`src/rtl/adcsc_pkg.sv`:
```
// Purpose: shared constants for the converter sample/convert control block
// Assumes: APB word registers, 16-bit control data in the low bits
// Notes:   field positions follow the control register layout
package adcsc_pkg;
	localparam logic [11:0] ADCSC_OFF_CTRL1    = 12'h000;
	localparam logic [11:0] ADCSC_OFF_CTRL2    = 12'h004;
	localparam logic [11:0] ADCSC_OFF_RESULT   = 12'h008;
	localparam logic [11:0] ADCSC_OFF_AUTOCNT  = 12'h00c;
	localparam int          ADCSC_ADDR_W       = 12;
	localparam int          ADCSC_REG_W        = 16;
	// control one fields
	localparam int          ADCSC_B_TWELVE     = 10;
	localparam int          ADCSC_B_OUTPUT_FORMAT_SEL_LO    = 8;
	localparam int          ADCSC_B_TRIG_LO    = 5;
	localparam int          ADCSC_B_SIMULTANEOUS_SAMPLE_EN     = 3;
	localparam int          ADCSC_B_AUTO       = 2;
	localparam int          ADCSC_B_SAMPLE     = 1;
	localparam int          ADCSC_B_DONE       = 0;
	// control two fields
	localparam int          ADCSC_B_CHANNEL_COUNT_SEL_LO    = 8;
	localparam logic [15:0] ADCSC_CTRL1_WMASK  = 16'h07ef;
	localparam logic [15:0] ADCSC_CTRL2_WMASK  = 16'h0300;
	localparam logic [15:0] ADCSC_RESET_VAL    = 16'h0000;
	localparam logic [1:0]  ADCSC_OUTPUT_FORMAT_SEL_UINT    = 2'h0;
	localparam logic [1:0]  ADCSC_OUTPUT_FORMAT_SEL_SINT    = 2'h1;
	localparam logic [2:0]  ADCSC_TRIG_SW      = 3'h0;
	localparam logic [2:0]  ADCSC_TRIG_PIN     = 3'h1;
	localparam logic [2:0]  ADCSC_TRIG_TMR_C   = 3'h2;
	localparam logic [2:0]  ADCSC_TRIG_TMR_E   = 3'h4;
	localparam logic [2:0]  ADCSC_TRIG_AUTO    = 3'h7;
	localparam logic [1:0]  ADCSC_CHANNEL_COUNT_SEL_ONE     = 2'h0;
	localparam logic [1:0]  ADCSC_CHANNEL_COUNT_SEL_TWO     = 2'h1;
	localparam logic [7:0]  ADCSC_AUTOCNT_RST  = 8'h10;
	localparam int          ADCSC_NUM_CH       = 4;
	typedef enum logic [1:0] {
		ADCSC_IDLE,
		ADCSC_SAMPLING,
		ADCSC_CONVERT
	} adcsc_state_e;
endpackage

```
`src/rtl/adcsc_format.sv`:
```
// Purpose: formats a raw conversion result into the output word
// Assumes: raw result right-justified, 12 bits wide
// Notes:   reserved format codes fall back to the unsigned layout
`timescale 1ns/1ns
`default_nettype none
module adcsc_format (
	// selection
	input  wire logic                 twelve_i,
	input  wire logic [1:0]           output_format_sel_i,
	// data
	input  wire logic [11:0]          raw_i,
	output logic      [15:0]          word_o
);
	import adcsc_pkg::*;

	always_comb begin
		word_o = 16'h0000;
		if (twelve_i) begin
			if (output_format_sel_i == ADCSC_OUTPUT_FORMAT_SEL_SINT)
				word_o = {{4{~raw_i[11]}}, raw_i[11:0]};
			else
				word_o = {4'h0, raw_i[11:0]};
		end else begin
			if (output_format_sel_i == ADCSC_OUTPUT_FORMAT_SEL_SINT)
				word_o = {{6{~raw_i[9]}}, raw_i[9:0]};
			else
				word_o = {6'h00, raw_i[9:0]};
		end
	end
endmodule // adcsc_format
`default_nettype wire

```
`src/rtl/adcsc_top.sv`:
```
// Purpose: sample and conversion sequencing control with APB registers
// Assumes: converter core answers conv_start with conv_done and a result
// Notes:   APB slave answers with no wait states
//
// Chosen here: the register addresses and the APB register port.
`timescale 1ns/1ns
`default_nettype none
module adcsc_top #(
	parameter int AUTO_CNT_W = 8
) (
	// clock and reset
	input  wire logic                          CLK_I,
	input  wire logic                          RST_B_I,
	// apb slave
	input  wire logic                          PSEL_I,
	input  wire logic                          PENABLE_I,
	input  wire logic                          PWRITE_I,
	input  wire logic [adcsc_pkg::ADCSC_ADDR_W-1:0] PADDR_I,
	input  wire logic [31:0]                   PWDATA_I,
	output logic      [31:0]                   PRDATA_O,
	output logic                               PREADY_O,
	output logic                               PSLVERR_O,
	// trigger sources
	input  wire logic                          EXT_TRIG_PIN_I,
	input  wire logic                          TIMER_C_CMP_I,
	input  wire logic                          TIMER_E_CMP_I,
	// sample/hold amplifiers
	output logic      [adcsc_pkg::ADCSC_NUM_CH-1:0] SH_ACQUIRE_O,
	// converter core
	output logic                               CONV_START_O,
	output logic      [1:0]                    CONV_CH_O,
	input  wire logic                          CONV_DONE_I,
	input  wire logic [11:0]                   CONV_RESULT_I
);
	import adcsc_pkg::*;

	////////////////////////////////////////////////////////////////////////
	// register state
	logic                  twelve_bit_mode;
	logic [1:0]            output_format_sel;
	logic [2:0]            conversion_trigger_sel;
	logic                  simultaneous_sample_en;
	logic                  auto_sample_start;
	logic                  sample_enable;
	logic                  conv_done;
	logic [1:0]            channel_count_sel;
	logic [AUTO_CNT_W-1:0] auto_cnt_load;
	logic [15:0]           result_word;
	logic [15:0]           fmt_word;
	adcsc_state_e          state;
	logic [AUTO_CNT_W-1:0] auto_cnt;
	logic [1:0]            ch_idx;
	logic [1:0]            ch_last;
	logic                  pin_prev;
	logic                  pin_edge;
	logic                  hw_trig;
	logic                  sw_trig;
	logic                  start_conv;
	logic                  finish_all;
	logic                  wr_en;
	logic                  rd_en;
	logic                  wr_ctrl1;
	logic [15:0]           wdat;
	logic                  addr_ok;
	logic                  simultaneous_sample_en_eff;

	assign wr_en    = PSEL_I & PENABLE_I & PWRITE_I;
	assign rd_en    = PSEL_I & ~PWRITE_I;
	assign wdat     = PWDATA_I[ADCSC_REG_W-1:0];
	assign wr_ctrl1 = wr_en & (PADDR_I == ADCSC_OFF_CTRL1);
	assign addr_ok  = (PADDR_I == ADCSC_OFF_CTRL1)
		| (PADDR_I == ADCSC_OFF_CTRL2)
		| (PADDR_I == ADCSC_OFF_RESULT)
		| (PADDR_I == ADCSC_OFF_AUTOCNT);
	// the bit is unimplemented in 12-bit mode
	assign simultaneous_sample_en_eff = simultaneous_sample_en & ~twelve_bit_mode;

	////////////////////////////////////////////////////////////////////////
	// configuration registers
	always_ff @(posedge CLK_I or negedge RST_B_I) begin
		if (!RST_B_I) begin
			twelve_bit_mode        <= 1'b0;
			output_format_sel      <= ADCSC_OUTPUT_FORMAT_SEL_UINT;
			conversion_trigger_sel <= ADCSC_TRIG_SW;
			simultaneous_sample_en <= 1'b0;
			auto_sample_start      <= 1'b0;
		end else if (wr_ctrl1) begin
			twelve_bit_mode        <= wdat[ADCSC_B_TWELVE];
			output_format_sel      <= wdat[ADCSC_B_OUTPUT_FORMAT_SEL_LO +: 2];
			conversion_trigger_sel <= wdat[ADCSC_B_TRIG_LO +: 3];
			simultaneous_sample_en <= wdat[ADCSC_B_SIMULTANEOUS_SAMPLE_EN]
				& ~wdat[ADCSC_B_TWELVE];
			auto_sample_start      <= wdat[ADCSC_B_AUTO];
		end
	end

	always_ff @(posedge CLK_I or negedge RST_B_I) begin
		if (!RST_B_I) begin
			channel_count_sel <= ADCSC_CHANNEL_COUNT_SEL_ONE;
			auto_cnt_load     <= AUTO_CNT_W'(ADCSC_AUTOCNT_RST);
		end else if (wr_en && PADDR_I == ADCSC_OFF_CTRL2) begin
			channel_count_sel <= wdat[ADCSC_B_CHANNEL_COUNT_SEL_LO +: 2];
		end else if (wr_en && PADDR_I == ADCSC_OFF_AUTOCNT) begin
			auto_cnt_load <= wdat[AUTO_CNT_W-1:0];
		end
	end

	////////////////////////////////////////////////////////////////////////
	// trigger selection
	always_ff @(posedge CLK_I or negedge RST_B_I) begin
		if (!RST_B_I)
			pin_prev <= 1'b0;
		else
			pin_prev <= EXT_TRIG_PIN_I;
	end
	assign pin_edge = EXT_TRIG_PIN_I & ~pin_prev;

	always_comb begin
		hw_trig = 1'b0;
		unique case (conversion_trigger_sel)
			ADCSC_TRIG_AUTO:  hw_trig = (auto_cnt == '0);
			ADCSC_TRIG_TMR_E: hw_trig = TIMER_E_CMP_I;
			ADCSC_TRIG_TMR_C: hw_trig = TIMER_C_CMP_I;
			ADCSC_TRIG_PIN:   hw_trig = pin_edge;
			default:          hw_trig = 1'b0;
		endcase
	end

	// software trigger: zero written over a set sample bit
	assign sw_trig = wr_ctrl1 & ~wdat[ADCSC_B_SAMPLE] & sample_enable
		& (conversion_trigger_sel == ADCSC_TRIG_SW);
	assign start_conv = (state == ADCSC_SAMPLING)
		& (sw_trig | (hw_trig
		& (conversion_trigger_sel != ADCSC_TRIG_SW)));

	always_ff @(posedge CLK_I or negedge RST_B_I) begin
		if (!RST_B_I)
			auto_cnt <= '0;
		else if (state != ADCSC_SAMPLING)
			auto_cnt <= auto_cnt_load;
		else if (auto_cnt != '0)
			auto_cnt <= auto_cnt - 1'b1;
	end

	////////////////////////////////////////////////////////////////////////
	// channel sequencing
	always_comb begin
		ch_last = 2'h0;
		if (!twelve_bit_mode) begin
			if (channel_count_sel == ADCSC_CHANNEL_COUNT_SEL_TWO)
				ch_last = 2'h1;
			else if (channel_count_sel[1])
				ch_last = 2'h3;
		end
	end
	assign finish_all = (state == ADCSC_CONVERT) & CONV_DONE_I
		& (ch_idx == ch_last);

	always_ff @(posedge CLK_I or negedge RST_B_I) begin
		if (!RST_B_I) begin
			state  <= ADCSC_IDLE;
			ch_idx <= 2'h0;
		end else begin
			unique case (state)
				ADCSC_IDLE: begin
					if (sample_enable)
						state <= ADCSC_SAMPLING;
				end
				ADCSC_SAMPLING: begin
					if (start_conv) begin
						state  <= ADCSC_CONVERT;
						ch_idx <= 2'h0;
					end else if (!sample_enable) begin
						state <= ADCSC_IDLE;
					end
				end
				ADCSC_CONVERT: begin
					if (finish_all) begin
						state  <= auto_sample_start ? ADCSC_SAMPLING
							: ADCSC_IDLE;
						ch_idx <= 2'h0;
					end else if (CONV_DONE_I) begin
						ch_idx <= ch_idx + 2'h1;
					end
				end
			endcase
		end
	end

	always_comb begin
		CONV_START_O = start_conv;
		// in either mode each next channel is started on the previous result
		if (state == ADCSC_CONVERT && CONV_DONE_I && !finish_all)
			CONV_START_O = 1'b1;
	end
	assign CONV_CH_O = (state == ADCSC_CONVERT && CONV_DONE_I)
		? ch_idx + 2'h1 : ch_idx;

	////////////////////////////////////////////////////////////////////////
	// sample enable and done
	always_ff @(posedge CLK_I or negedge RST_B_I) begin
		if (!RST_B_I)
			sample_enable <= 1'b0;
		else if (finish_all && auto_sample_start)
			sample_enable <= 1'b1;
		else if (start_conv)
			sample_enable <= 1'b0;
		else if (wr_ctrl1 && !auto_sample_start
			&& state != ADCSC_CONVERT)
			sample_enable <= wdat[ADCSC_B_SAMPLE];
	end

	// set beats clear; the clear has no other effect
	always_ff @(posedge CLK_I or negedge RST_B_I) begin
		if (!RST_B_I)
			conv_done <= 1'b0;
		else if (finish_all)
			conv_done <= 1'b1;
		else if (start_conv)
			conv_done <= 1'b0;
		else if (wr_ctrl1 && !wdat[ADCSC_B_DONE])
			conv_done <= 1'b0;
	end

	////////////////////////////////////////////////////////////////////////
	// sample/hold drive
	genvar g;
	generate
		for (g = 0; g < ADCSC_NUM_CH; g++) begin : g_sh
			logic used;
			logic seq_turn;
			assign used = (2'(g) <= ch_last);
			// sequential: only channel a tracks the sample bit
			assign seq_turn = (g == 0);
			// simultaneous: all used channels track the sample bit
			// sequential: the other used channels stay in hold throughout, even in their conversion slot
			always_ff @(posedge CLK_I or negedge RST_B_I) begin
				if (!RST_B_I)
					SH_ACQUIRE_O[g] <= 1'b0;
				else
					SH_ACQUIRE_O[g] <= used & sample_enable
						& (simultaneous_sample_en_eff | seq_turn);
			end
		end
	endgenerate

	////////////////////////////////////////////////////////////////////////
	// result
	adcsc_format u_format (
		.twelve_i (twelve_bit_mode),
		.output_format_sel_i   (output_format_sel),
		.raw_i    (CONV_RESULT_I),
		.word_o   (fmt_word)
	);

	always_ff @(posedge CLK_I or negedge RST_B_I) begin
		if (!RST_B_I)
			result_word <= ADCSC_RESET_VAL;
		else if (state == ADCSC_CONVERT && CONV_DONE_I)
			result_word <= fmt_word;
	end

	////////////////////////////////////////////////////////////////////////
	// apb read
	always_ff @(posedge CLK_I or negedge RST_B_I) begin
		if (!RST_B_I)
			PRDATA_O <= 32'h0000_0000;
		else if (rd_en && !PENABLE_I) begin
			PRDATA_O <= 32'h0000_0000;
			unique case (PADDR_I)
				ADCSC_OFF_CTRL1: PRDATA_O[15:0] <= {5'h00,
					twelve_bit_mode, output_format_sel,
					conversion_trigger_sel, 1'b0, simultaneous_sample_en_eff,
					auto_sample_start, sample_enable, conv_done};
				ADCSC_OFF_CTRL2: PRDATA_O[ADCSC_B_CHANNEL_COUNT_SEL_LO +: 2] <=
					twelve_bit_mode ? 2'h0 : channel_count_sel;
				ADCSC_OFF_RESULT:  PRDATA_O[15:0] <= result_word;
				ADCSC_OFF_AUTOCNT: PRDATA_O[AUTO_CNT_W-1:0] <= auto_cnt_load;
				default: PRDATA_O <= 32'h0000_0000;
			endcase
		end
	end

	assign PREADY_O  = 1'b1;
	assign PSLVERR_O = PSEL_I & PENABLE_I & ~addr_ok;
endmodule // adcsc_top
`default_nettype wire

```
`config.mk`:
```
export PLATFORM = sky130hd
export DESIGN_NAME = adcsc_top
export DESIGN_NICKNAME = d
export VERILOG_FILES = /design/src/rtl/adcsc_pkg.sv /design/src/rtl/adcsc_format.sv /design/src/rtl/adcsc_top.sv
export SDC_FILE = /design/constraint.sdc
export NUM_CORES = 1
export LEC_CHECK = 0
export ABC_AREA = 1
export BUFFER_PORTS_ARGS = -buffer_cell sky130_fd_sc_hd__buf_2
export CAP_MARGIN = 20
export CORE_MARGIN = 3
export CORE_UTILIZATION = 48
export CTS_BUF_LIST = sky130_fd_sc_hd__clkbuf_4
export DETAILED_ROUTE_END_ITERATION = 8
export GPL_ROUTABILITY_DRIVEN = 0
export PLACE_DENSITY = 0.8
export SKIP_LAST_GASP = 1
export SLEW_MARGIN = 25
export SYNTH_ARGS = -nofsm -noshare
export SYNTH_HDL_FRONTEND = slang
export SYNTH_SLANG_ARGS = --single-unit
```
`constraint.sdc`:
```
create_clock -name CLK_I -period 1.65 [get_ports CLK_I]
set_clock_uncertainty 0.1 [all_clocks]
set_input_delay 0.0825 -clock CLK_I [delete_from_list [all_inputs] [get_ports CLK_I]]
set_output_delay 0.0825 -clock CLK_I [all_outputs]
set_load 0.01 [all_outputs]
```
---- After elaboration in Yosys (flattened, before gate mapping) ----
Index checks and enable logic that the tools add are counted.
cells by class
  $lt $le $gt $ge ......................... 4
  reductions and logical operators ........ 26
  eq/ne operators ......................... 19
  bitwise operators ....................... 35
  add/sub/neg operators ................... 2
  mux-type cells .......................... 31
operators with widths
  cell                 count
  $mux 16              3
  $eq 12x4->1 const B  2
  $mux 2               12
  $pmux 8 s3           1
  $and 1x1->1          22
  $mux 8               2
  $eq 12x3->1 const B  1
  $logic_not 12->1     1
  $pmux 2 s3           2
  $pmux 6 s2           1
  $logic_and 1x1->1    9
  $not 1->1            9
  $reduce_bool 3->1    3
  $logic_not 8->1      1
  $mux 1               8
  $ne 2x2->1 const B   4
  $reduce_bool 8->1    1
  $sub 8x1->8 const B  1
  $eq 2x1->1 const B   3
  $eq 3x3->1 const B   2
  $ne 3x3->1 const B   2
  $reduce_and 3->1     2
  $le 1x2->1 const A   2
  $le 2x2->1 const A   2
  other kinds (14)     21
storage, ports and cells
  register bits after elaboration ......... 69
  logic and storage cells ................. 136
  input port bits ......................... 65
  output and inout bits ................... 41

---- Depth between registers and ports, before layout ----
  depth after elaboration ................. 10
  depth in mapped cells ................... 12
  mapped depth without buffers ............ 12

---- Hierarchy ----
From an unflattened synthesis, not the netlist that was laid out.
second synthesis, totals
  cell total of the unflattened synthesis .. 486
  area total of the unflattened synthesis .. 3756.1 um^2
by module, submodules not included
  module        seq. area each (um^2)  cells an instance  area an instance (um^2)  instances
  adcsc_top     1727.9                 459                3603.5                   1
  adcsc_format  0.0                    27                 152.6                    1

---- Least setup slack after synthesis ----
No wires, ideal clock.
  kind .................................... reg-to-reg
  start ................................... reg state[0]
  end ..................................... reg state[1]
  data required time ...................... 1432 ps
  clock period less this slack ............ 1714 ps
  data arrival time ....................... 1496 ps
  stages on the path, launching flop included .. 11
  setup time .............................. 118 ps
  buffers on the path ..................... 1
  slack ................................... -64 ps
  cell sequence ........................... dfrtp_1 inv_1 ha_1 clkbuf_2 nand2_1 inv_2 nand3_2 a21oi_1 nand2_1 nand2_1 nand2_1
between the ends
  word-level cells in the longest chain between the ends .. 5
  elaborated cells on any way between the ends .. 12
  classes of those cells .................. 5 x eq/ne; 2 x mux; 3 x bitwise; 2 x reduce/logical
ends and longest elaborated chain
  item                        line                                text
  from (decl)                 adcsc_top.sv:50                     adcsc_state_e state;
  from (signal assigned)      adcsc_top.sv:179                    state <= auto_sample_start ? ADCSC_SAMPLING
  $eq 2x2->1                  adcsc_top.sv:156, adcsc_top.sv:164
  $and 1x1->1                 adcsc_top.sv:156                    assign finish_all = (state == ADCSC_CONVERT) & CONV_DONE_I
  $and 1x1->1                 adcsc_top.sv:157                    & (ch_idx == ch_last);
  $ne 2x2->1 (no line)        n/a
  $reduce_and 3->1 (no line)  n/a
Several ways; a longest one is shown, not always the timed one.
A chain may end at the register's enable or synchronous reset.

---- Worst setup path after layout ----
  start ................................... reg auto_cnt[0]
  end ..................................... out CONV_START_O
between the ends
  word-level cells in the longest chain between the ends .. 6
ends and longest elaborated chain
  item                    line              text
  from (decl)             adcsc_top.sv:51   logic [AUTO_CNT_W-1:0] auto_cnt;
  from (signal assigned)  adcsc_top.sv:140  auto_cnt <= auto_cnt_load;
  from (signal assigned)  adcsc_top.sv:142  auto_cnt <= auto_cnt - 1'b1;
  $logic_not 8->1         adcsc_top.sv:121  ADCSC_TRIG_AUTO: hw_trig = (auto_cnt == '0);
  $pmux 1 s4              adcsc_top.sv:120  unique case (conversion_trigger_sel)
  $and 1x1->1             adcsc_top.sv:134  & (conversion_trigger_sel != ADCSC_TRIG_SW)));
  $or 1x1->1              adcsc_top.sv:133  & (sw_trig | (hw_trig
  $and 1x1->1             adcsc_top.sv:133
  $mux 1                  adcsc_top.sv:193  if (state == ADCSC_CONVERT && CONV_DONE_I && !finish_all)
  to (decl)               adcsc_top.sv:30   output logic CONV_START_O,
Every way passes these cells.

==> run_results.csv <==
group,metric,value,unit
status,violations,"setup timing",
pwr,p_leak,2.50,nW
floorplan,coreArea,6570,sq um
final_layout,final_nets,612,
worst_setup_path,worst_setup_path_end_kind,"output pin",
logic_synthesis,synth.avg_cell_area,8.20,sq um
pwr,clkPwrFrac,0.401,
logic_synthesis,async_reset_ff_frac,1.00,
global_route,antenna_found_initial,0,
pwr,power_density,652,nW/um^2
hold_path,hold_path_class,"in2reg",
sta,hold_viol,0,
hold_path,min_from,"PWRITE_I",
status,status,"finished, violations left",
worst_setup_path,crit_arrival,1.73,ns
place,port_buffers,67,
global_route,grt_pass1_wl,15100,um
pwr,intPower,0.00229,W
pwr,p_seq_frac,0.522,
final_layout,fillers,499,
floorplan,initial_core_util,0.513,
sta,slew_headroom,0.659,
place,dp_hpwl,6280,um
detailed_routing,drt_first_iter_violations,177,
worst_setup_path,crit_type,"reg2out",
clocking,cts_root_buf,"clkbuf_4",
worst_setup_path,setup.worst_path.start,"auto_cnt[0]",
floorplan,dieArea,8060,sq um
global_route,grt.overflow.total,0,
logic_synthesis,synth-seq-cells,63,
logic_synthesis,yosys_warnings,0,
detailed_routing,drc,0,
sta,finalSetupViolCount,9,
sta,max_freq,0.522,GHz
floorplan,die_height,89.8,um
place,place_area,3870,sq um
sta,finalCritPeriodShare,1.16,
logic_synthesis,synth_cell_types,36,
sta,drv_slew,0,
sta,min_period,1.92,ns
detailed_routing,viasPerCell,5.02,
pwr,p_comb_frac,0.077,
detailed_routing,wl_per_cell,14.3,um
clocking,clk_latency,0.41,ns
floorplan,ios,106,
worst_setup_path,cp-start-kind,"register",
clocking,htree_levels,3,
global_route,grt_pass1_vias,3316,
pwr,switching_share,0.228,
final_layout,drive_above_1_share,0.318,
logic_synthesis,synth-edff-count,0,
sta,layout_setup_ws,-0.267,ns
detailed_routing,drt-total-wl,9150,um
detailed_routing,num_vias,3214,
clocking,cts.sinks,63,
pwr,vdd_ir_drop_max,588,uV
worst_setup_path,required,1.47,ns
clocking,cts_inserted_buffers,9,
pwr,switching_power,0.000679,W
logic_synthesis,syn_area,3370,sq um
clocking,clkTransAtPathRegs,0.10,ns
job,max_cap_violations,0,
logic_synthesis,synth-main-ff-cell,"dfrtp_1",
global_route,grt_start_max_net_pins,28,
global_route,track_usage,0.231,
sta,rsz0062_at_grt,"yes",
logic_synthesis,netlist_instances,411,
clocking,cts_tree,"done",
detailed_routing,antenna_left,0,
worst_setup_path,path_max_fanout,2,
pwr,finalPower,0.00297,W
floorplan,rows,29,
clocking,clockBufferDepth,2,
worst_setup_path,reg2reg_from,"auto_cnt[0]",
floorplan,die_w,89.8,um
sta,worst_slew_pin_slew,0.511,ns
logic_synthesis,seq_area_frac_synth,0.468,
final_layout,n_antenna_cell,0,
final_layout,areaGrowthSynthToFinish,35.4,%
final_layout,final_area,4560,sq um
detailed_routing,firstDrtPassIters,5,
cells in the mapped netlist (3+ instances only):
cell      instances  share of area
nand2_1         113           0.13
dfrtp_1          62           0.46
inv_1            48          0.053
nand3_1          31          0.046
nor2_1           30          0.033
o21ai_0          26          0.039
buf_4            21          0.047
o22ai_1           7          0.013
xor2_1            7          0.018
inv_2             6         0.0067
ha_1              5          0.019
o211ai_1          5          0.011
o221ai_1          5          0.013
a21oi_1           4         0.0059
mux2_4            4          0.018
clkbuf_1          3         0.0033
nand2_2           3         0.0056
nand4_1           3         0.0056
repair_timing:
action | in CTS | in global routing
hold endpoints to repair | 96 | 0
gates cloned | 0 | 0
hold buffers | 25 | 0
resized for setup | 17 | 24
pin swaps | 8 | 12
setup buffers | 15 | 5
endpoints found under the setup margin | 3 | 11
routing by layer:
metal,GRT usage,up-vias,share of wire
met5,0,-,0
met3,0.0526,28,0.069
li1,-,1547,-
met2,0.411,119,0.52
met4,0.0817,0,0.027
met1,0.274,1520,0.39
per-stage QoR:
step                utilization  std cells  worst slack, ns  setup TNS, ns  hold slack [ns]
finish                    0.694        640           -0.267         -0.794           0.0447
detailed placement        0.589        580           0.0468              0          -0.0226
floorplan                     -        426          0.00743              0           -0.313
CTS                       0.676        636           -0.270         -0.349           0.0395
global placement          0.589        580           0.0751              0          -0.0307
global route              0.694        640           -0.356          -1.89           0.0581
worst paths after layout:
path | endpoint | slack, ns | cells after the start
setup reg to reg | state[1] | -0.13 | 13
hold / removal | PRDATA_O[11] | 0.04 | 5
max in group asynchronous | auto_cnt_load[4] | 0.77 | 3
setup / recovery | CONV_START_O | -0.27 | 11
min in group asynchronous | auto_cnt[3] | 0.07 | 2
hold reg to reg | PRDATA_O[7] | 0.39 | 2
layout make-up:
cell class | instances | area [sq um] | share of cell area
inverter | 54 | 205 | 0.0450
clock buffer | 11 | 82.6 | 0.0181
timing repair buffer | 133 | 927 | 0.203
clock inverter | 5 | 73.8 | 0.0162
multi-input combinational | 281 | 1580 | 0.346
tap | 93 | 116 | 0.0255
sequential | 63 | 1580 | 0.346
logic make-up after synthesis:
family	share of synthesized area
xor+xnor	0.0182
fa+ha+maj	0.0186
other cells	0.00223
flops	0.468
mux	0.0245
simple gates	0.251
buf+inv	0.118
compound gates	0.0995
layout by cell type, fill, tap and decap left out, drive strengths merged, types with 4 or more instances in the layout:
| master | instances |
|---|---|
| a21oi | 4 |
| buf | 108 |
| clkbuf | 11 |
| conb | 17 |
| dfrtp | 62 |
| dlygate4sd3 | 25 |
| ha | 5 |
| inv | 54 |
| mux2 | 6 |
| nand2 | 117 |
| nand3 | 33 |
| nand4 | 4 |
| nor2 | 33 |
| nor3 | 4 |
| o211ai | 5 |
| o21ai | 27 |
| o221ai | 5 |
| o22ai | 7 |
| xor2 | 7 |
flip-flops by register name (all words and copies together) (netlist names):
| register | cells |
|---|---|
| PRDATA_O | 13 |
| result_word | 13 |
| auto_cnt | 8 |
| auto_cnt_load | 8 |
| SH_ACQUIRE_O | 4 |
| conversion_trigger_sel | 3 |
| ch_idx | 2 |
| channel_count_sel | 2 |
| output_format_sel | 2 |
| state | 2 |
| auto_sample_start | 1 |
| conv_done | 1 |
| pin_prev | 1 |
| sample_enable | 1 |
| simultaneous_sample_en | 1 |
| twelve_bit_mode | 1 |
worst max-delay path: stages, from the launching register on:
cell,delay [ns]
dfrtp_1,0.40
inv_2,0.09
ha_4,0.14
nand2_4,0.05
nor2_4,0.10
nand3_2,0.09
nand2_2,0.09
nand2_4,0.07
nand2_2,0.06
nand2_2,0.07
nand2_2,0.07
buf_6,0.10
power groups by stage:
stage               clock [W]  combinational (W)  sequential (W)
floorplan                   0          0.0000867         0.00158
global route          0.00128           0.000254         0.00155
detailed placement          0           0.000176         0.00158
CTS                   0.00120           0.000224         0.00155
finish                0.00119           0.000230         0.00155
global placement            0           0.000173         0.00158
(Power assumes the default switching activity.)
